$ cat config.mk
export PLATFORM = sky130hd
export DESIGN_NAME = call_clear_decrement_ops
export DESIGN_NICKNAME = d
export VERILOG_FILES = /design/src/hw/call_clear_decrement_ops.v /design/src/hw/result_alu.v
export VERILOG_INCLUDE_DIRS = /design/src /design/src/hw
export SDC_FILE = /design/constraint.sdc
export NUM_CORES = 1
export LEC_CHECK = 0
export ABC_AREA = 1
export ABC_CLOCK_PERIOD_IN_PS = 3850
export BUFFER_PORTS_ARGS = -buffer_cell sky130_fd_sc_hd__buf_2
export CORE_ASPECT_RATIO = 0.8
export CORE_MARGIN = 8
export CORE_UTILIZATION = 40
export CTS_CLUSTER_DIAMETER = 100
export DETAILED_ROUTE_END_ITERATION = 7
export PLACE_DENSITY = 0.65
export SYNTH_ARGS = -nofsm -noshare
export SYNTH_HDL_FRONTEND = slang
export SYNTH_HIERARCHICAL = 1
export SYNTH_SLANG_ARGS = --single-unit
$ cat constraint.sdc
create_clock -name ref_clk -period 3.85 [get_ports ref_clk]
set_input_delay 0.9625 -clock ref_clk [delete_from_list [all_inputs] [get_ports ref_clk]]
set_output_delay 0.9625 -clock ref_clk [all_outputs]
set_load 0.005 [all_outputs]
$ cat src/hw/op_consts.vh
`ifndef OP_CONSTS_VH
`define OP_CONSTS_VH
// ------------------------------------------------------------
// operation codes on op_code
// ------------------------------------------------------------
`define OP_W           3
`define OP_NONE        3'h0
`define OP_CALL_ACC    3'h1
`define OP_CLR_FILE    3'h2
`define OP_CLR_ACC     3'h3
`define OP_KICK_WDT    3'h4
`define OP_COMP_FILE   3'h5
`define OP_DEC_FILE    3'h6
`define OP_DEC_SKIP    3'h7
// ------------------------------------------------------------
// widths and values
// ------------------------------------------------------------
`define DATA_W         8
`define ADDR_W         7
`define PC_W           15
`define PCL_HI         7
`define LATCH_W        7
`define DATA_ZERO      8'h00
`define DATA_ONE       8'h01
`define PC_ZERO        15'h0000
`define PC_ONE         15'h0001
`define ADDR_ZERO      7'h00
`define DEST_ACC       1'h0
`define FLAG_SET       1'h1
`define FLAG_CLR       1'h0
`endif

$ cat src/hw/call_clear_decrement_ops.v
// How it works
// RULE1: call via accumulator pushes pc plus one to stack top first.
// RULE2: call loads accumulator to pc low, latch bits to pc high.
// RULE3: call takes two cycles and leaves status flags alone.
// RULE4: clear file register writes zero to address 0..127, sets null flag.
// RULE5: clear accumulator writes zero to accumulator, sets null flag.
// RULE6: watchdog kick zeroes watchdog counter and its prescaler.
// RULE7: watchdog kick sets active-low timeout and sleep flags to one.
// RULE8: complement inverts file register, null flag from result.
// RULE9: complement goes to accumulator on dest 0, file on dest 1.
// RULE10: decrement file, dest select routes result, null flag updated.
// RULE11: decrement-skip subtracts one, result routed by dest select.
// RULE12: zero decrement-skip result turns next instruction into a nop.
// RULE13: null flag set when 8-bit result is zero, else cleared.
`timescale 1ns/1ps
`include "op_consts.vh"
module call_clear_decrement_ops (
  // clock and reset
  input  wire                ref_clk,
  input  wire                rst,
  // decoded instruction, one cycle per instruction, two for call and zero skip
  input  wire                op_valid,
  input  wire [`OP_W-1:0]    op_code,
  input  wire [`ADDR_W-1:0]  file_addr,
  input  wire                dest_sel,
  // core state read
  input  wire [`DATA_W-1:0]  file_rdata,
  input  wire [`DATA_W-1:0]  acc_in,
  input  wire [`PC_W-1:0]    pc_in,
  input  wire [`LATCH_W-1:0] pc_upper_latch,
  // busy: sequencer holds the next instruction
  output wire                busy,
  // file register write
  output reg                 file_we_q,
  output reg  [`ADDR_W-1:0]  file_waddr_q,
  output reg  [`DATA_W-1:0]  file_wdata_q,
  // accumulator write
  output reg                 acc_we_q,
  output reg  [`DATA_W-1:0]  acc_wdata_q,
  // null result flag write
  output reg                 null_we_q,
  output reg                 null_result_flag_q,
  // return stack push
  output reg                 push_q,
  output reg  [`PC_W-1:0]    stack_top_q,
  // program counter load
  output reg                 pc_load_q,
  output reg  [`PC_W-1:0]    pc_new_q,
  // next fetched instruction to be discarded
  output reg                 discard_next_q,
  // watchdog
  output reg                 watchdog_clear_q,
  output reg                 timeout_flag_set_q,
  output reg                 sleep_entry_flag_set_q
);
  // ------------------------------------------------------------
  // result path
  // ------------------------------------------------------------
  wire [`DATA_W-1:0] alu_result;
  wire               alu_zero;

  result_alu u_alu (
    .op      (op_code),
    .operand (file_rdata),
    .result  (alu_result),
    .is_zero (alu_zero)
  );

  // ------------------------------------------------------------
  // states and decode
  // ------------------------------------------------------------
  localparam [0:0] ST_IDLE   = 1'h0;
  localparam [0:0] ST_SECOND = 1'h1;

  reg             state_q;
  reg             state_d;
  reg [`PC_W-1:0] target_q;
  reg [`PC_W-1:0] target_d;

  // a new instruction is only taken in the idle state
  wire take        = op_valid & (state_q == ST_IDLE);
  wire is_call     = take & (op_code == `OP_CALL_ACC);
  wire is_clr_file = take & (op_code == `OP_CLR_FILE);
  wire is_clr_acc  = take & (op_code == `OP_CLR_ACC);
  wire is_kick     = take & (op_code == `OP_KICK_WDT);
  wire is_comp     = take & (op_code == `OP_COMP_FILE);
  wire is_dec      = take & (op_code == `OP_DEC_FILE);
  wire is_skip     = take & (op_code == `OP_DEC_SKIP);
  // alu results that follow the destination select
  wire is_routed   = is_comp | is_dec | is_skip;
  wire to_acc      = (dest_sel == `DEST_ACC);
  wire skip_hit    = is_skip & alu_zero;

  // ------------------------------------------------------------
  // two-cycle sequencing
  // ------------------------------------------------------------
  // second cycle of call or skip nop blocks new instructions
  assign busy = (state_q == ST_SECOND);

  always @* begin
    state_d  = state_q;
    target_d = target_q;
    case (state_q)
      ST_IDLE: begin
        if (is_call) begin
          state_d  = ST_SECOND;
          // RULE2: pc from latch and acc
          target_d = {pc_upper_latch, acc_in};
        end else if (skip_hit) begin
          // RULE12: second cycle is nop
          state_d = ST_SECOND;
        end
      end
      ST_SECOND: state_d = ST_IDLE;
      default:   state_d = ST_IDLE;
    endcase
  end

  always @(posedge ref_clk or posedge rst) begin
    if (rst) begin
      state_q  <= ST_IDLE;
      target_q <= `PC_ZERO;
    end else begin
      state_q  <= state_d;
      target_q <= target_d;
    end
  end

  // ------------------------------------------------------------
  // file register write
  // ------------------------------------------------------------
  reg               file_we_d;
  reg [`ADDR_W-1:0] file_waddr_d;
  reg [`DATA_W-1:0] file_wdata_d;

  always @* begin
    file_we_d    = `FLAG_CLR;
    file_waddr_d = file_waddr_q;
    file_wdata_d = file_wdata_q;
    if (is_clr_file) begin
      // RULE4: zero addressed file
      file_we_d    = `FLAG_SET;
      file_waddr_d = file_addr;
      file_wdata_d = `DATA_ZERO;
    end else if (is_routed && !to_acc) begin
      // RULE9: result back to file
      // RULE11: skip result too
      file_we_d    = `FLAG_SET;
      file_waddr_d = file_addr;
      file_wdata_d = alu_result;
    end
  end

  always @(posedge ref_clk or posedge rst) begin
    if (rst) begin
      file_we_q    <= `FLAG_CLR;
      file_waddr_q <= `ADDR_ZERO;
      file_wdata_q <= `DATA_ZERO;
    end else begin
      file_we_q    <= file_we_d;
      file_waddr_q <= file_waddr_d;
      file_wdata_q <= file_wdata_d;
    end
  end

  // ------------------------------------------------------------
  // accumulator write
  // ------------------------------------------------------------
  reg               acc_we_d;
  reg [`DATA_W-1:0] acc_wdata_d;

  always @* begin
    acc_we_d    = `FLAG_CLR;
    acc_wdata_d = acc_wdata_q;
    if (is_clr_acc) begin
      // RULE5: zero accumulator
      acc_we_d    = `FLAG_SET;
      acc_wdata_d = `DATA_ZERO;
    end else if (is_routed && to_acc) begin
      // RULE10: result to accumulator
      // RULE11: skip result too
      acc_we_d    = `FLAG_SET;
      acc_wdata_d = alu_result;
    end
  end

  always @(posedge ref_clk or posedge rst) begin
    if (rst) begin
      acc_we_q    <= `FLAG_CLR;
      acc_wdata_q <= `DATA_ZERO;
    end else begin
      acc_we_q    <= acc_we_d;
      acc_wdata_q <= acc_wdata_d;
    end
  end

  // ------------------------------------------------------------
  // null result flag
  // ------------------------------------------------------------
  // the skip form leaves the flag as it was
  reg null_we_d;
  reg null_result_flag_d;

  always @* begin
    null_we_d          = `FLAG_CLR;
    null_result_flag_d = null_result_flag_q;
    if (is_clr_file || is_clr_acc) begin
      // RULE5: clears always set it
      null_we_d          = `FLAG_SET;
      null_result_flag_d = `FLAG_SET;
    end else if (is_comp || is_dec) begin
      // RULE8: flag from result
      // RULE13: set on zero
      null_we_d          = `FLAG_SET;
      null_result_flag_d = alu_zero;
    end
  end

  always @(posedge ref_clk or posedge rst) begin
    if (rst) begin
      null_we_q          <= `FLAG_CLR;
      null_result_flag_q <= `FLAG_CLR;
    end else begin
      null_we_q          <= null_we_d;
      null_result_flag_q <= null_result_flag_d;
    end
  end

  // ------------------------------------------------------------
  // return stack and program counter
  // ------------------------------------------------------------
  reg             push_d;
  reg [`PC_W-1:0] stack_top_d;
  reg             pc_load_d;
  reg [`PC_W-1:0] pc_new_d;

  always @* begin
    push_d      = `FLAG_CLR;
    stack_top_d = stack_top_q;
    pc_load_d   = `FLAG_CLR;
    pc_new_d    = pc_new_q;
    if (is_call) begin
      // RULE1: push return address first
      push_d      = `FLAG_SET;
      stack_top_d = pc_in + `PC_ONE;
    end
    // RULE3: pc moves in the second cycle
    if (state_q == ST_SECOND && push_q) begin
      // RULE2: load pc after push
      pc_load_d = `FLAG_SET;
      pc_new_d  = target_q;
    end
  end

  always @(posedge ref_clk or posedge rst) begin
    if (rst) begin
      push_q      <= `FLAG_CLR;
      stack_top_q <= `PC_ZERO;
      pc_load_q   <= `FLAG_CLR;
      pc_new_q    <= `PC_ZERO;
    end else begin
      push_q      <= push_d;
      stack_top_q <= stack_top_d;
      pc_load_q   <= pc_load_d;
      pc_new_q    <= pc_new_d;
    end
  end

  // ------------------------------------------------------------
  // skip on zero
  // ------------------------------------------------------------
  // the prefetched word is dropped by the sequencer, not here
  reg discard_next_d;

  always @* begin
    discard_next_d = `FLAG_CLR;
    if (skip_hit) begin
      // RULE12: flush prefetched word
      discard_next_d = `FLAG_SET;
    end
  end

  always @(posedge ref_clk or posedge rst) begin
    if (rst) begin
      discard_next_q <= `FLAG_CLR;
    end else begin
      discard_next_q <= discard_next_d;
    end
  end

  // ------------------------------------------------------------
  // watchdog
  // ------------------------------------------------------------
  reg watchdog_clear_d;
  reg timeout_flag_set_d;
  reg sleep_entry_flag_set_d;

  always @* begin
    // RULE6: clear counter and prescaler
    watchdog_clear_d       = is_kick;
    // RULE7: set both active-low flags
    timeout_flag_set_d     = is_kick;
    sleep_entry_flag_set_d = is_kick;
  end

  always @(posedge ref_clk or posedge rst) begin
    if (rst) begin
      watchdog_clear_q       <= `FLAG_CLR;
      timeout_flag_set_q     <= `FLAG_CLR;
      sleep_entry_flag_set_q <= `FLAG_CLR;
    end else begin
      watchdog_clear_q       <= watchdog_clear_d;
      timeout_flag_set_q     <= timeout_flag_set_d;
      sleep_entry_flag_set_q <= sleep_entry_flag_set_d;
    end
  end
endmodule // call_clear_decrement_ops

$ cat src/hw/result_alu.v
`timescale 1ns/1ps
`include "op_consts.vh"
module result_alu (
  // operation and operand
  input  wire [`OP_W-1:0]   op,
  input  wire [`DATA_W-1:0] operand,
  // result
  output reg  [`DATA_W-1:0] result,
  output wire               is_zero
);
  always @* begin
    case (op)
      `OP_COMP_FILE: result = ~operand;
      `OP_DEC_FILE,
      `OP_DEC_SKIP:  result = operand - `DATA_ONE;
      default:       result = `DATA_ZERO;
    endcase
  end
  // RULE13: zero test
  assign is_zero = (result == `DATA_ZERO);
endmodule // result_alu
* Word-level counts from Yosys, hierarchy flattened
Index checks and enable logic that the tools add are counted.
W data, S select, Z words.
** Word-level totals
- Input bits :: 52
- Output and inout port bits :: 64
- Word-level logic and storage cells :: 69
- Bits in registers :: 77
** Cells by class
- Muxes and demuxes :: 20
- Reduce and logical (&&, ||, !) cells :: 11
- Add/subtract/negate cells :: 2
- Equality and inequality tests :: 7
- Bitwise logic cells :: 14
** Operators by type and width (number)
- $mux W8 :: 4
- $pmux W8 S2 :: 1
- $add A15 B1 Y15 const B :: 1
- $mux W7 :: 2
- $eq A3 B3 Y1 const B :: 4
- $mux W1 :: 12
- $and A1 B1 Y1 :: 9
- $logic_not A8 Y1 :: 1
- $not A8 Y8 :: 1
- $sub A8 B1 Y8 const B :: 1
- $eq A3 B2 Y1 const B :: 2
- $reduce_bool A2 Y1 :: 3
- $eq A3 B1 Y1 const B :: 1
- $logic_and A1 B1 Y1 :: 3
- $logic_or A1 B1 Y1 :: 2
- $not A1 Y1 :: 2
- $or A1 B1 Y1 :: 2
- $pmux W1 S2 :: 1
- $reduce_and A2 Y1 :: 1
- $reduce_or A2 Y1 :: 1

* Longest topological paths before layout
Gate-level depths: netlist of the first run.
- Depth in word-level cells :: 8
- Gate-level depth with buffers :: 13

* Hierarchy
Netlist of the first run, hierarchy kept.
** By module, submodules not included
- call_clear_decrement_ops :: sequential area each 1926.8 um^2, instances 1, area an instance 3365.7 um^2, cells an instance 383
- result_alu :: sequential area each 0.0 um^2, instances 1, area an instance 334.1 um^2, cells an instance 69

* Worst setup path after synthesis of the first run
Ideal clock, no wire load.
- Path kind :: input -> register
- From :: input file_rdata[0]
- To :: register null_result_flag_q
- Required time :: 3.727 ns
- Path buffers :: 0
- Setup time :: 0.123 ns
- Setup slack :: 1.760 ns
- Arrival time :: 1.967 ns
- Stages :: 13
- Cell sequence :: inv_2 > ha_1 > inv_1 > nor2_1 > o21ai_1 > o21ai_1 > nor2_1 > nand2_1 > nor2_2 > inv_1 > nand2_1 > o21ai_0 > nand2_1
** On the way
- Cells in the longest elaborated chain, start to end :: 5
- Elaborated cells between the ends (all ways) :: 6
- Those cells by class :: 1 x add/sub; 3 x mux; 1 x bitwise; 1 x reduce/logical
** Ends and longest elaborated chain
- from (decl) :: RTL line call_clear_decrement_ops.v:27 : input wire [`DATA_W-1:0] file_rdata,
- $sub A8 B1 Y8 (no source line)
- $pmux W8 S2 :: RTL line result_alu.v:12 : case (op)
- net alu_result[2] :: RTL line call_clear_decrement_ops.v:59 : wire [`DATA_W-1:0] alu_result;
- $logic_not A8 Y1 (no source line)
- net alu_zero :: RTL line call_clear_decrement_ops.v:60 : wire alu_zero;
- $mux W1 :: RTL line call_clear_decrement_ops.v:211 : end else if (is_comp || is_dec) begin
- $mux W1 :: RTL line call_clear_decrement_ops.v:207 : if (is_clr_file || is_clr_acc) begin
- to (signal assigned) :: RTL line call_clear_decrement_ops.v:222 : null_result_flag_q <= `FLAG_CLR;
- to (signal assigned) :: RTL line call_clear_decrement_ops.v:225 : null_result_flag_q <= null_result_flag_d;
- to (decl) :: RTL line call_clear_decrement_ops.v:42 : output reg null_result_flag_q,
The timed path passes the listed nets, and every way through them passes these cells. The select of a mux whose other input is x is not followed.
A chain may end at the register's enable or synchronous reset.

* Worst setup path in the final report of the first run
- From :: input op_code[0]
- To :: register target_q[7]
** On the way
- Cells in the longest elaborated chain, start to end :: 3
** Ends and longest elaborated chain
- from (decl) :: RTL line call_clear_decrement_ops.v:23 : input wire [`OP_W-1:0] op_code,
- $eq A3 B1 Y1 (no source line)
- $and A1 B1 Y1 :: RTL line call_clear_decrement_ops.v:82 : wire is_call = take & (op_code == `OP_CALL_ACC);
- $reduce_and A2 Y1 (no source line)
- to (signal assigned) :: RTL line call_clear_decrement_ops.v:122 : target_q <= `PC_ZERO;
- to (signal assigned) :: RTL line call_clear_decrement_ops.v:125 : target_q <= target_d;
- to (decl) :: RTL line call_clear_decrement_ops.v:77 : reg [`PC_W-1:0] target_q;
No other way between the ends.

==> flow_summary.rst, run 1 <==
.. list-table::
   :header-rows: 1

   * - Metric
     - Value
   * - Total congestion overflow after global routing
     - 0
   * - Flip-flop and latch count after synthesis
     - 77
   * - Outcome
     - completed
   * - # nets final
     - 620
   * - Pin count of the biggest net entering global routing
     - 58
   * - Worst IR drop on VDD
     - 0.255 mV
   * - RSZ-0062 raised after global routing
     - no
   * - Clock transition at the registers of the reported paths
     - 0.06 ns
   * - Multiplexer area fraction after synthesis
     - 0%
   * - Leading cell types in the layout, fill and taps excluded
     - sky130_fd_sc_hd__nand2_1, sky130_fd_sc_hd__buf_2, sky130_fd_sc_hd__dfrtp_1, sky130_fd_sc_hd__nand3_1, sky130_fd_sc_hd__inv_1
   * - Met3 Use GR
     - 4.31%
   * - # H-tree levels
     - 3
   * - Leading cell type in the layout, fill and taps excluded
     - sky130_fd_sc_hd__nand2_1
   * - Number of CTS-inserted buffers
     - 9
   * - Via count of the first global-routing pass
     - 3,288
   * - First-pass GRT wire length
     - 15.8 mm
   * - CP dominant cell by count
     - sky130_fd_sc_hd__inv_2
   * - Slew of the pin with the lowest slew margin
     - 0.958 ns
   * - First-iteration detailed-routing DRC count
     - 178
   * - ANT cells
     - 0
   * - Post-synthesis share of cell area spent on full adders, half adders and majority gates
     - 0.676%
   * - Slack of the worst reg-to-reg path
     - 1.77 ns
   * - # fillers
     - 896
   * - Post-detailed-route count of antenna-violating nets
     - 0
   * - Max transition margin
     - 36.1%
   * - Number of hold-repair buffers added at the cts stage
     - 0
   * - CP Cell Sequence
     - buf_2, inv_2, nor2_2, nand2_1, inv_2, o21ai_0
   * - Reg-to-reg critical path startpoint
     - busy
   * - Highest net fanout along the worst path
     - 42
   * - Deepest clock path buffer count
     - 2
   * - Via density per instance
     - 4.76
   * - Number of failing setup endpoints in the final timing report
     - 0
   * - Post-Route WL
     - 9.63 mm
   * - Total global routing track utilization
     - 15.7%
   * - Gate family responsible for the most delay along the worst path
     - buffers and inverters
   * - Netlist Area Pre-Place
     - 0.00370 sq mm
   * - Synth Area in Compound Gates
     - 7.10%
   * - Initial antenna violation count
     - 0
   * - Max-cap violations
     - 0
   * - Class of the worst hold path
     - flop to flop
   * - Clock power frac
     - 35.8%
   * - Starting utilization of the core area
     - 40.9%
   * - CP max stage delay
     - 0.68 ns
   * - Clock latency on the worst-skew pair
     - 0.32 ns
   * - DRC
     - 0
   * - Area added between synthesis and finish
     - 24.6%
   * - Worst Path Class, Setup
     - primary input to flop
   * - Clock root buffer
     - sky130_fd_sc_hd__clkbuf_16
   * - Met1 GRT Util
     - 20.8%
   * - Met2 track demand over resource
     - 24.6%
   * - Relative contribution of sequential cells to total power
     - 47.0%
   * - Number of buffers added on ports
     - 115
   * - Y dimension of the die
     - 102 um
   * - Arrival time of the worst setup path
     - 2.57 ns
   * - Leak pwr
     - 2.60 nW
   * - Share of post-route cells with drive strength above 1
     - 30.5%
   * - Busiest layer in global routing
     - met2
   * - Critical path endpoint category
     - flop
   * - Startpoint of the worst hold path
     - stack_top_q[14]
   * - Sequential-to-total area share from yosys stat
     - 52.1%
   * - Final GP Congestion
     - 0.837
   * - Switching portion of total power
     - 28.1%
   * - Standard-cell row count
     - 31
   * - Highest Clock Rate
     - 418 MHz
   * - Internal
     - 1.52 mW
   * - Worst setup startpoint
     - op_code[0]
   * - Std-Cell Core Area
     - 0.00904 sq mm
   * - Crit path buffers/inverters
     - 3
   * - Horiz. Die Dim
     - 124 um
   * - Simple-gate portion of the synthesized area
     - 32.3%
   * - Final Hold Vio Count
     - 0
   * - Number of instances in the synthesized netlist
     - 452
   * - Final core utilization
     - 51.0%
   * - Highest-delay cell along the critical path
     - sky130_fd_sc_hd__inv_2
   * - Overall die area
     - 0.0126 sq mm
   * - Warnings from Yosys
     - 6
   * - Average instance area after synthesis
     - 8.19 sq um
   * - Post-Synth XOR/XNOR Area
     - 0.237%
   * - Postcts setup bufs
     - 0
   * - Detail-routed net length per standard cell
     - 14.1 um
   * - Period utilisation layout
     - 62.2%
   * - Clock sink total
     - 77
   * - Pins over their slew limit
     - 0
   * - Number of nets produced by synthesis
     - 506
   * - Number of distinct library cells after synthesis
     - 29
   * - Kind of start point of the critical path
     - primary input
   * - Switch Pwr
     - 594 uW
   * - Combinational fraction of design power
     - 17.2%
   * - First-pass detailed-route iteration total
     - 6
   * - Boundary Pins
     - 116
   * - P per Cell Area
     - 459 mW/mm^2
   * - Post-route setup TNS
     - 0 ns
   * - Via Count
     - 3,264
   * - Crit path required time
     - 4.03 ns
   * - Largest family of logic cells by synthesized area
     - simple AND/OR/NAND/NOR gates
   * - CTS resizes
     - 0
   * - Clock tree from TritonCTS
     - built
   * - Post-layout minimum cycle time
     - 2.39 ns
   * - HPWL after detailed placement
     - 7.28 mm
   * - Final clock skew
     - 0.00307 ns
==> registers in the layout (all words and copies together), names as in the netlist <==
| signal | count |
|---|---|
| pc_new_q | 15 |
| stack_top_q | 15 |
| target_q | 15 |
| acc_wdata_q | 8 |
| file_wdata_q | 8 |
| file_waddr_q | 7 |
| acc_we_q | 1 |
| busy | 1 |
| discard_next_q | 1 |
| file_we_q | 1 |
| null_result_flag_q | 1 |
| null_we_q | 1 |
| pc_load_q | 1 |
| push_q | 1 |
| sleep_entry_flag_set_q | 1 |
==> cells in the mapped netlist, drive strengths merged <==
cell type  instances  area, sq um
nand2            168          668
dfrtp             77         1930
inv               51          191
nand3             51          310
o21ai             39          203
nor2              31          146
buf               10         73.8
nand4              8         50.1
clkbuf             3         11.3
a21o               2         15.0
a21oi              2         10.0
ha                 2         25.0
nor3               2         21.3
o21bai             2         15.0
clkinv             1         3.75
o211ai             1         7.51
o31ai              1         12.5
xnor2              1         8.76
==> worst register-to-register path: cells and delay by family, from the launching register on <==
kind                   cells  cell delay, ns
buffers and inverters      2            0.75
AND/OR/NAND/NOR            3            0.58
flip-flops                 1            0.42
AO/OA/AOI/OAI              1            0.19
==> worst paths after layout <==
check | end | cells past startpoint
worst max-delay path | target_q[7] | 6
worst min-delay path | stack_top_q[14] | 2
worst max register to register | target_q[7] | 6
worst min register to register | stack_top_q[14] | 2
max in group asynchronous | target_q[0] | 3
min in group asynchronous | pc_new_q[11] | 2
==> stage by stage <==
| stage | hold WS, ns | instances | worst slack (ns) | cell area [sq um] | power, mW |
|---|---|---|---|---|---|
| floorplan | 0.442 | 452 | 0.921 | 3700 | 1.19 |
| global placement | 0.461 | 670 | 1.19 | 4340 | 1.36 |
| detailed placement | 0.465 | 670 | 1.08 | 4340 | 1.38 |
| CTS | 0.483 | 685 | 1.42 | 4610 | 2.15 |
| global route | 0.506 | 685 | 1.14 | 4610 | 2.24 |
| finish | 0.476 | 685 | 1.46 | 4610 | 2.11 |
==> kinds of logic after synthesis <==
logic type	after synthesis
AOI/OAI and AO/OA	47
xor gates and xnor gates	1
adders and majority gates	2
buffers and inverters	65
DFF	77
and+or+nand+nor	260
==> layout make-up <==
type                       count  area [sq um]  area share [%]
tap                          115           144            3.12
multi-input combinational    310          1490            32.4
clock buffer                   9           225            4.89
clock inverter                 6          41.3           0.896
inverter                      52           196            4.26
timing repair buffer         116           583            12.6
sequential                    77          1930            41.8
==> routing by layer <==
metal	wire length (um)	up-vias	share of wire, %
met2	4360	102	45
met1	4480	1493	47
met3	690	9	7.2
met4	93	0	0.97
met5	0	-	0
li1	-	1660	-
==> power groups by stage <==
stage          Sequential [mW]  Clock (mW)  Combinational, mW
2_1_floorplan             1.01           0              0.183
3_3_place_gp              1.00           0              0.361
4_1_cts                  0.994       0.779              0.374
3_5_place_dp              1.01           0              0.372
5_1_grt                   1.01       0.814              0.422
6_report                 0.994       0.757              0.364
(Power assumes the default switching activity.)
==> run 2, diff against run 1 <==
- ABC_AREA: 1 -> 0
- ABC_CLOCK_PERIOD_IN_PS: 3850 -> 2200
- PLACE_DENSITY: 0.65 -> 0.68
- clock period: 3.85 -> 2.2 ns (I/O delays scaled with it)
==> run 2 against run 1 <==
Net effect: clock power is 60% higher; sequential cell count stayed put; synthesized area is 3.9% lower; highest routed layer unchanged; largest cell class unchanged; critical path depth is 5 higher.
==> flow_summary.rst, run 2 <==
.. list-table::
   :header-rows: 1

   * - Metric
     - Value
   * - Post-layout minimum cycle time
     - 2.11 ns
   * - Post-synthesis async set-or-reset flop share
     - 100% (unchanged)
   * - Number of distinct library cells after synthesis
     - 51 (+76%)
   * - Area share of the largest cell type after synthesis
     - 54.2% (+2.1 points)
   * - Critical path endpoint category
     - flop
   * - Via count of the first global-routing pass
     - 3,068 (-6.7%)
   * - Period utilisation layout
     - 95.9%
   * - Final clock skew
     - 0.0138 ns (+0.0107 ns)
   * - Clock root buffer
     - sky130_fd_sc_hd__clkbuf_8
   * - Share of post-route cells with drive strength above 1
     - 41.4% (+11 points)
   * - Crit path buffers/inverters
     - 3 (unchanged)
   * - Worst Slack Setup Final
     - 0.0913 ns (-1.36 ns)
   * - Internal
     - 2.62 mW (+72%)
   * - Leading area contributor after synthesis
     - sky130_fd_sc_hd__dfrtp_1
   * - Sequential-to-total area share from yosys stat
     - 54.2% (+2.1 points)
   * - Max-cap violations
     - 0 (unchanged)
   * - Number of nets produced by synthesis
     - 394 (-22%)
   * - Standard-cell row count
     - 30 (-3.2%)
   * - Boundary Pins
     - 116 (unchanged)
   * - # fillers
     - 791 (-12%)
   * - Arrival time of the worst setup path
     - 2.38 ns (-0.19 ns)
   * - Relative contribution of sequential cells to total power
     - 48.1% (+1.1 points)
   * - Slew of the pin with the lowest slew margin
     - 0.414 ns (-0.544 ns)
   * - Synth top cells by count
     - sky130_fd_sc_hd__dfrtp_1, sky130_fd_sc_hd__nand2_1, sky130_fd_sc_hd__nor2_1
   * - Pins over their slew limit
     - 0 (unchanged)
   * - Switching portion of total power
     - 26.9% (-1.2 points)
   * - Detail-routed net length per standard cell
     - 14.9 um (+5.7%)
   * - Overall die area
     - 0.0122 sq mm (-3.3%)
   * - Number of buffers added on ports
     - 115 (unchanged)
   * - Final GP Congestion
     - 0.890 (+6.3%)
   * - Clock transition at the registers of the reported paths
     - 0.09 ns (+0.03 ns)
   * - Path length in cells of the critical path
     - 11 (+5)
   * - CP Cell Sequence
     - buf_4, clkinv_4, ha_4, inv_4, o311ai_4, o21ai_2, or4b_4, nor4_4, o31ai_1, a21o_1, a21oi_2
   * - Kind of start point of the critical path
     - primary input
   * - Most numerous cell in the Yosys netlist
     - sky130_fd_sc_hd__dfrtp_1
   * - Leading cell type in the layout, fill and taps excluded
     - sky130_fd_sc_hd__buf_2
   * - Netlist Area Pre-Place
     - 0.00356 sq mm (-3.9%)
   * - Warnings from Yosys
     - 6 (unchanged)
   * - Ranking of synthesized cells by area
     - sky130_fd_sc_hd__dfrtp_1, sky130_fd_sc_hd__nand2_1, sky130_fd_sc_hd__mux2_2, sky130_fd_sc_hd__mux2i_1, sky130_fd_sc_hd__nor2_1
   * - Area added between synthesis and finish
     - 32.5%
   * - DRC
     - 0 (unchanged)
   * - Post-synth EDFFs
     - 0 (unchanged)
   * - Total congestion overflow after global routing
     - 0 (unchanged)
   * - Total global routing track utilization
     - 14.9% (-0.75 points)
   * - Clock power frac
     - 33.9% (-1.9 points)
   * - Number of hold-repair buffers added at the cts stage
     - 0 (unchanged)
   * - Highest Clock Rate
     - 474 MHz
   * - Deepest clock path buffer count
     - 2 (unchanged)
   * - Highest net fanout along the worst path
     - 5 (-88%)
   * - Horiz. Die Dim
     - 121 um (-1.7%)
   * - # H-tree levels
     - 3 (unchanged)
   * - Flip-flop and latch count after synthesis
     - 77 (unchanged)
   * - Initial antenna violation count
     - 0 (unchanged)
   * - Combinational fraction of design power
     - 18.0% (+0.8 points)
   * - Registers with the most flip-flops
     - pc_new_q x15, stack_top_q x15, target_q x15
   * - # nets final
     - 535 (-14%)
   * - Pre-CTS WS
     - -0.356 ns (-1.44 ns)
   * - Post-route setup TNS
     - 0 ns (unchanged)
   * - Post-detailed-route count of antenna-violating nets
     - 0 (unchanged)
   * - Via Count
     - 2,912 (-11%)
   * - Crit path required time
     - 2.47 ns (-1.56 ns)
   * - Outcome
     - completed
   * - Reg2Reg Depth
     - 4 (-2)
   * - Highest-delay cell along the critical path
     - sky130_fd_sc_hd__or4b_4
   * - HPWL after detailed placement
     - 6.84 mm (-6.0%)
   * - Via density per instance
     - 4.87 (+2.2%)
   * - First-iteration detailed-routing DRC count
     - 162 (-9.0%)
   * - Average instance area after synthesis
     - 10.5 sq um (+28%)
   * - Worst IR drop on VDD
     - 0.325 mV (+27%)
   * - Number of instances in the synthesized netlist
     - 340 (-25%)
   * - Gate family responsible for the most delay along the worst path
     - simple AND/OR/NAND/NOR gates
   * - CP max stage delay
     - 0.54 ns (-0.14 ns)
   * - ANT cells
     - 0 (unchanged)
   * - Std-Cell Core Area
     - 0.00856 sq mm (-5.3%)
   * - Ys flop type
     - sky130_fd_sc_hd__dfrtp_1
   * - Final Hold Vio Count
     - 0 (unchanged)
   * - Clock latency on the worst-skew pair
     - 0.35 ns (+0.03 ns)
   * - Post-Route WL
     - 8.88 mm (-7.7%)
   * - Y dimension of the die
     - 100 um (-1.7%)
   * - Pin count of the biggest net entering global routing
     - 78 (+34%)
   * - First-pass detailed-route iteration total
     - 4 (-2)
   * - Switch Pwr
     - 961 uW (+62%)
   * - Final worst hold slack
     - 0.288 ns (-0.189 ns)
   * - P per Cell Area
     - 759 mW/mm^2 (+65%)
   * - First-pass GRT wire length
     - 14.7 mm (-7.0%)
   * - Clock sink total
     - 77 (unchanged)
   * - Leading cell types in the layout, fill and taps excluded
     - sky130_fd_sc_hd__buf_2, sky130_fd_sc_hd__dfrtp_1, sky130_fd_sc_hd__nand2_1, sky130_fd_sc_hd__buf_4, sky130_fd_sc_hd__nor2_1
   * - Number of failing setup endpoints in the final timing report
     - 0 (unchanged)
   * - Worst Path Class, Setup
     - primary input to flop
   * - Starting utilization of the core area
     - 41.5% (+0.61 points)
   * - Max transition margin
     - 72.4% (+36 points)
   * - Class of the worst hold path
     - primary input to async pin
   * - Clock tree from TritonCTS
     - built
   * - Leak pwr
     - 2.49 nW (-4.2%)
   * - Number of CTS-inserted buffers
     - 9 (unchanged)
## run 2: path summary, 6_finish.rpt
check / startpoint / to / slack (ns)
min: rst / pc_new_q[11] / 0.29
max: file_rdata[0] / null_result_flag_q / 0.09
min reg2reg: target_q[3] / target_q[3] / 0.47
min in group ref_clk: pc_upper_latch[6] / target_q[14] / 0.39
max reg2reg: busy / file_wdata_q[3] / 0.53
max in group asynchronous: rst / null_we_q / 1.55
## run 2: stage by stage
step	power (mW)	util, %	area [sq um]	instances
after detailed placement	2.40	52.2	4460	581
after global routing	3.78	55.1	4710	598
after CTS	3.63	54.9	4700	597
final	3.58	55.1	4710	598
after floorplan	2.05	-	3590	340
after global placement	2.37	52.2	4460	581
## run 2: layout make-up
cell class,instances,area (sq um),area share (%)
Multi-Input combinational cell,239,1530,32.4
Sequential cell,77,1930,40.9
Timing Repair Buffer,147,846,18.0
Inverter,7,42.5,0.903
Clock inverter,6,93.8,1.99
Clock buffer,10,138,2.92
Tap cell,112,140,2.97
## run 2: worst min-delay path, delay by kind of cell
kind,cells,cell delay [ns]
buffers and inverters,3,0.51
## run 2: power groups by stage
stage	Combinational, mW	Clock [mW]	Sequential (mW)
6_report	0.645	1.21	1.72
5_1_grt	0.723	1.31	1.75
4_1_cts	0.655	1.25	1.72
3_5_place_dp	0.655	0	1.75
3_3_place_gp	0.636	0	1.74
2_1_floorplan	0.305	0	1.75
## run 2: what timing repair did
item                       CTS  global route
gates resized for setup      0             4
setup endpoints to repair    0             3
buffers inserted             0             1
## run 2: kinds of logic (layout without fill, tap and decap cells)
logic type	count (synthesis)	count (layout)	share of synthesized area, %
muxes	38	38	11.5
DFF	77	77	54.2
and+or+nand+nor	147	147	19.4
AOI/OAI and AO/OA	39	39	7.39
buffers and inverters	24	170	3.62
adders and majority gates	2	2	0.704
xor gates and xnor gates	13	13	3.20
## run 2: layer usage
metal	vias to the layer above	wire length (um)	track usage, %
met5	-	0	0
met4	0	83	3.88
met3	10	749	4.83
met2	104	4060	23.7
met1	1364	3990	19.1
li1	1434	-	-
==> run 3, diff against run 2 <==
- CELL_PAD_IN_SITES_DETAIL_PLACEMENT: not set -> 0
- CELL_PAD_IN_SITES_GLOBAL_PLACEMENT: not set -> 2
- CORE_UTILIZATION: 40 -> 27
- PLACE_DENSITY: 0.68 -> not set
- PLACE_DENSITY_LB_ADDON: not set -> 0.12
- SYNTH_HIERARCHICAL: 1 -> not set
==> run 3 against run 2 <==
Net effect: combinational power shrank 9.8%; sequential share of layout area rose by 1.3 points; utilization shrank 19 points; largest cell class unchanged; final area decreased by 3.1%; hold slack got worse by 0.039 ns; die area grew 37%; sequential cell count is the same; synthesized cell count did not move; setup slack better by 0.32 ns; critical path depth down 2.
==> flow_summary.rst, run 3 <==
.. list-table::
   :header-rows: 1

   * - Metric
     - Value
   * - Total global routing track utilization
     - 12.7% (-2.2 points)
   * - Number of failing setup endpoints in the final timing report
     - 0 (unchanged)
   * - Clock sink total
     - 77 (unchanged)
   * - First-iteration detailed-routing DRC count
     - 134 (-17%)
   * - Clock transition at the registers of the reported paths
     - 0.07 ns (-0.02 ns)
   * - Clock root buffer
     - sky130_fd_sc_hd__clkbuf_16
   * - CP max stage delay
     - 0.31 ns (-0.23 ns)
   * - Number of buffers added on ports
     - 115 (unchanged)
   * - Leading cell types in the layout, fill and taps excluded
     - sky130_fd_sc_hd__buf_2, sky130_fd_sc_hd__nand2_1, sky130_fd_sc_hd__dfrtp_1, sky130_fd_sc_hd__nor2_1, sky130_fd_sc_hd__mux2_2
   * - Pin count of the biggest net entering global routing
     - 45 (-42%)
   * - Synth top cells by count
     - sky130_fd_sc_hd__nand2_1, sky130_fd_sc_hd__dfrtp_1, sky130_fd_sc_hd__nor2_1
   * - Clock latency on the worst-skew pair
     - 0.34 ns (about the same)
   * - Starting utilization of the core area
     - 27.2% (-14 points)
   * - Number of nets produced by synthesis
     - 394 (unchanged)
   * - Clock tree from TritonCTS
     - built
   * - Area of the multi-input gates
     - 0.00136 sq mm (-11%)
   * - CP Cell Sequence
     - buf_2, inv_1, ha_1, nand2b_1, xnor2_1, a21oi_1, nor4_2, nand3_1, o31ai_2
   * - Ranking of synthesized cells by area
     - sky130_fd_sc_hd__dfrtp_1, sky130_fd_sc_hd__nand2_1, sky130_fd_sc_hd__mux2_2, sky130_fd_sc_hd__a22o_1, sky130_fd_sc_hd__xnor2_1
   * - Slew of the pin with the lowest slew margin
     - 0.517 ns (+0.103 ns)
   * - Relative contribution of sequential cells to total power
     - 44.8% (-3.3 points)
   * - Critical path endpoint category
     - flop
   * - Area share of the largest cell type after synthesis
     - 55.8% (+1.6 points)
   * - Post-layout minimum cycle time
     - 1.79 ns (-0.316 ns)
   * - Post-route setup TNS
     - 0 ns (unchanged)
   * - Share of post-route cells with drive strength above 1
     - 38.2% (-3.2 points)
   * - Arrival time of the worst setup path
     - 2.04 ns (-0.34 ns)
   * - Crit path buffers/inverters
     - 2 (-1)
   * - Netlist Area Pre-Place
     - 0.00345 sq mm (-2.9%)
   * - Final core utilization
     - 36.0% (-19 points)
   * - Storage element area
     - 0.00193 sq mm (unchanged)
   * - Slack of the worst reg-to-reg path
     - 0.57 ns (+0.04 ns)
   * - Horiz. Die Dim
     - 142 um (+17%)
   * - Worst IR drop on VDD
     - 0.324 mV (-0.31%)
   * - First-pass detailed-route iteration total
     - 4 (unchanged)
   * - Worst Path Class, Setup
     - primary input to flop
   * - Number of distinct library cells after synthesis
     - 47 (-7.8%)
   * - Highest-delay cell along the critical path
     - sky130_fd_sc_hd__nor4_2
   * - P per Cell Area
     - 837 mW/mm^2 (+10%)
   * - Number of CTS-inserted buffers
     - 9 (unchanged)
   * - Switching portion of total power
     - 27.3% (+0.45 points)
   * - Highest Clock Rate
     - 558 MHz (+18%)
   * - Flip-flop and latch count after synthesis
     - 77 (unchanged)
   * - Max transition margin
     - 65.4% (-7.0 points)
   * - Final clock skew
     - 0.00839 ns (-0.00542 ns)
   * - Max-cap violations
     - 0 (unchanged)
   * - Combinational fraction of design power
     - 15.2% (-2.8 points)
   * - # H-tree levels
     - 3 (unchanged)
   * - Sequential-to-total area share from yosys stat
     - 55.8% (+1.6 points)
   * - Leak pwr
     - 2.40 nW (-3.6%)
   * - Via Count
     - 2,823 (-3.1%)
   * - Pre-CTS WS
     - 0.0849 ns (+0.441 ns)
   * - Post-Route WL
     - 10.1 mm (+13%)
   * - ANT cells
     - 0 (unchanged)
   * - Final Hold Vio Count
     - 0 (unchanged)
   * - Deepest clock path buffer count
     - 2 (unchanged)
   * - Most numerous cell in the Yosys netlist
     - sky130_fd_sc_hd__nand2_1
   * - Post-detailed-route count of antenna-violating nets
     - 0 (unchanged)
   * - Standard-cell row count
     - 37 (+23%)
   * - Total congestion overflow after global routing
     - 0 (unchanged)
   * - Registers with the most flip-flops
     - pc_new_q x15, stack_top_q x15, target_q x15
   * - Post-synthesis async set-or-reset flop share
     - 100% (unchanged)
   * - Final GP Congestion
     - 0.776 (-13%)
   * - Area added between synthesis and finish
     - 32.1%
   * - Leading area contributor after synthesis
     - sky130_fd_sc_hd__dfrtp_1
   * - Pins over their slew limit
     - 0 (unchanged)
   * - Via density per instance
     - 4.40 (-9.6%)
   * - Total Power Consumption
     - 3.82 mW (+6.8%)
   * - Post-synth EDFFs
     - 0 (unchanged)
   * - # fillers
     - 1,359 (+72%)
   * - Detail-routed net length per standard cell
     - 15.7 um (+5.7%)
   * - # nets final
     - 515 (-3.7%)
   * - Std-Cell Core Area
     - 0.0127 sq mm (+48%)
   * - HPWL after detailed placement
     - 7.41 mm (+8.3%)
   * - Crit path required time
     - 2.44 ns (-0.03 ns)
   * - Gate family responsible for the most delay along the worst path
     - simple AND/OR/NAND/NOR gates
   * - Highest net fanout along the worst path
     - 5 (unchanged)
   * - Via count of the first global-routing pass
     - 2,948 (-3.9%)
   * - First-pass GRT wire length
     - 16.2 mm (+11%)
   * - Worst Slack Setup Final
     - 0.408 ns (+0.316 ns)
   * - Average instance area after synthesis
     - 10.2 sq um (-2.9%)
   * - Clock power frac
     - 40.0% (+6.1 points)
   * - Internal
     - 2.78 mW (+6.1%)
   * - Ys flop type
     - sky130_fd_sc_hd__dfrtp_1
   * - Number of instances in the synthesized netlist
     - 340 (unchanged)
   * - Switch Pwr
     - 1.04 mW (+8.5%)
   * - Initial antenna violation count
     - 0 (unchanged)
   * - Kind of start point of the critical path
     - primary input
   * - Y dimension of the die
     - 117 um (+17%)
   * - DRC
     - 0 (unchanged)
   * - Outcome
     - completed
   * - Leading cell type in the layout, fill and taps excluded
     - sky130_fd_sc_hd__buf_2
   * - Boundary Pins
     - 116 (unchanged)
   * - Period utilisation layout
     - 81.5% (-14 points)
   * - Class of the worst hold path
     - primary input to async pin
   * - Overall die area
     - 0.0167 sq mm (+37%)
   * - Postcts setup bufs
     - 0 (unchanged)
   * - RSZ-0062 raised after global routing
     - no
   * - Number of hold-repair buffers added at the cts stage
     - 0 (unchanged)
   * - Warnings from Yosys
     - 0 (-6)
   * - CTS resizes
     - 0 (unchanged)
[run 3: final cells by class]
class | instances | share of cell area (%)
inverters | 14 | 1.26
clock buffers | 9 | 4.93
repair buffers | 127 | 15.1
well taps | 175 | 4.80
multi-input cells | 232 | 29.9
clock inverters | 7 | 1.78
flip-flops and latches | 77 | 42.2
[run 3: worst paths after layout]
path	from	endpoint	cells past startpoint
min in group ref_clk	pc_upper_latch[3]	target_q[11]	3
setup / recovery	file_rdata[0]	busy	9
setup reg to reg	busy	stack_top_q[13]	5
hold / removal	rst	null_we_q	2
hold reg to reg	target_q[0]	target_q[0]	2
max in group asynchronous	rst	target_q[6]	3
[run 3: cell families (layout without fill, tap and decap cells)]
family          count (synthesis)  count (layout)  share of synthesized area (%)
xor+xnor                       16              16                           4.06
simple gates                  145             145                           18.6
mux                            16              16                           5.18
fa+ha+maj                       2               2                          0.724
flops                          77              77                           55.8
compound gates                 53              53                           10.9
buf+inv                        31             157                           4.78
[run 3: per-stage QoR]
stage / hold WS [ns] / std cells / area [sq um]
floorplan: 0.442 / 340 / 3460
global placement: 0.454 / 625 / 4260
detailed placement: 0.458 / 625 / 4260
CTS: 0.257 / 641 / 4560
global route: 0.283 / 641 / 4560
finish: 0.248 / 641 / 4560
[run 3: routing by layer]
metal / vias to the layer above / wire, um / global-route usage [%]
met5: - / 0 / 0
met3: 11 / 840 / 4.95
li1: 1380 / - / -
met4: 0 / 125 / 4.03
met2: 97 / 3920 / 16.9
met1: 1335 / 5170 / 18.2
[run 3: power by group through the flow]
stage	Clock, mW	Sequential (mW)	Combinational (mW)
3_5_place_dp	0	1.74	0.600
3_3_place_gp	0	1.73	0.595
2_1_floorplan	0	1.73	0.286
5_1_grt	1.66	1.74	0.672
4_1_cts	1.59	1.71	0.601
6_report	1.53	1.71	0.582
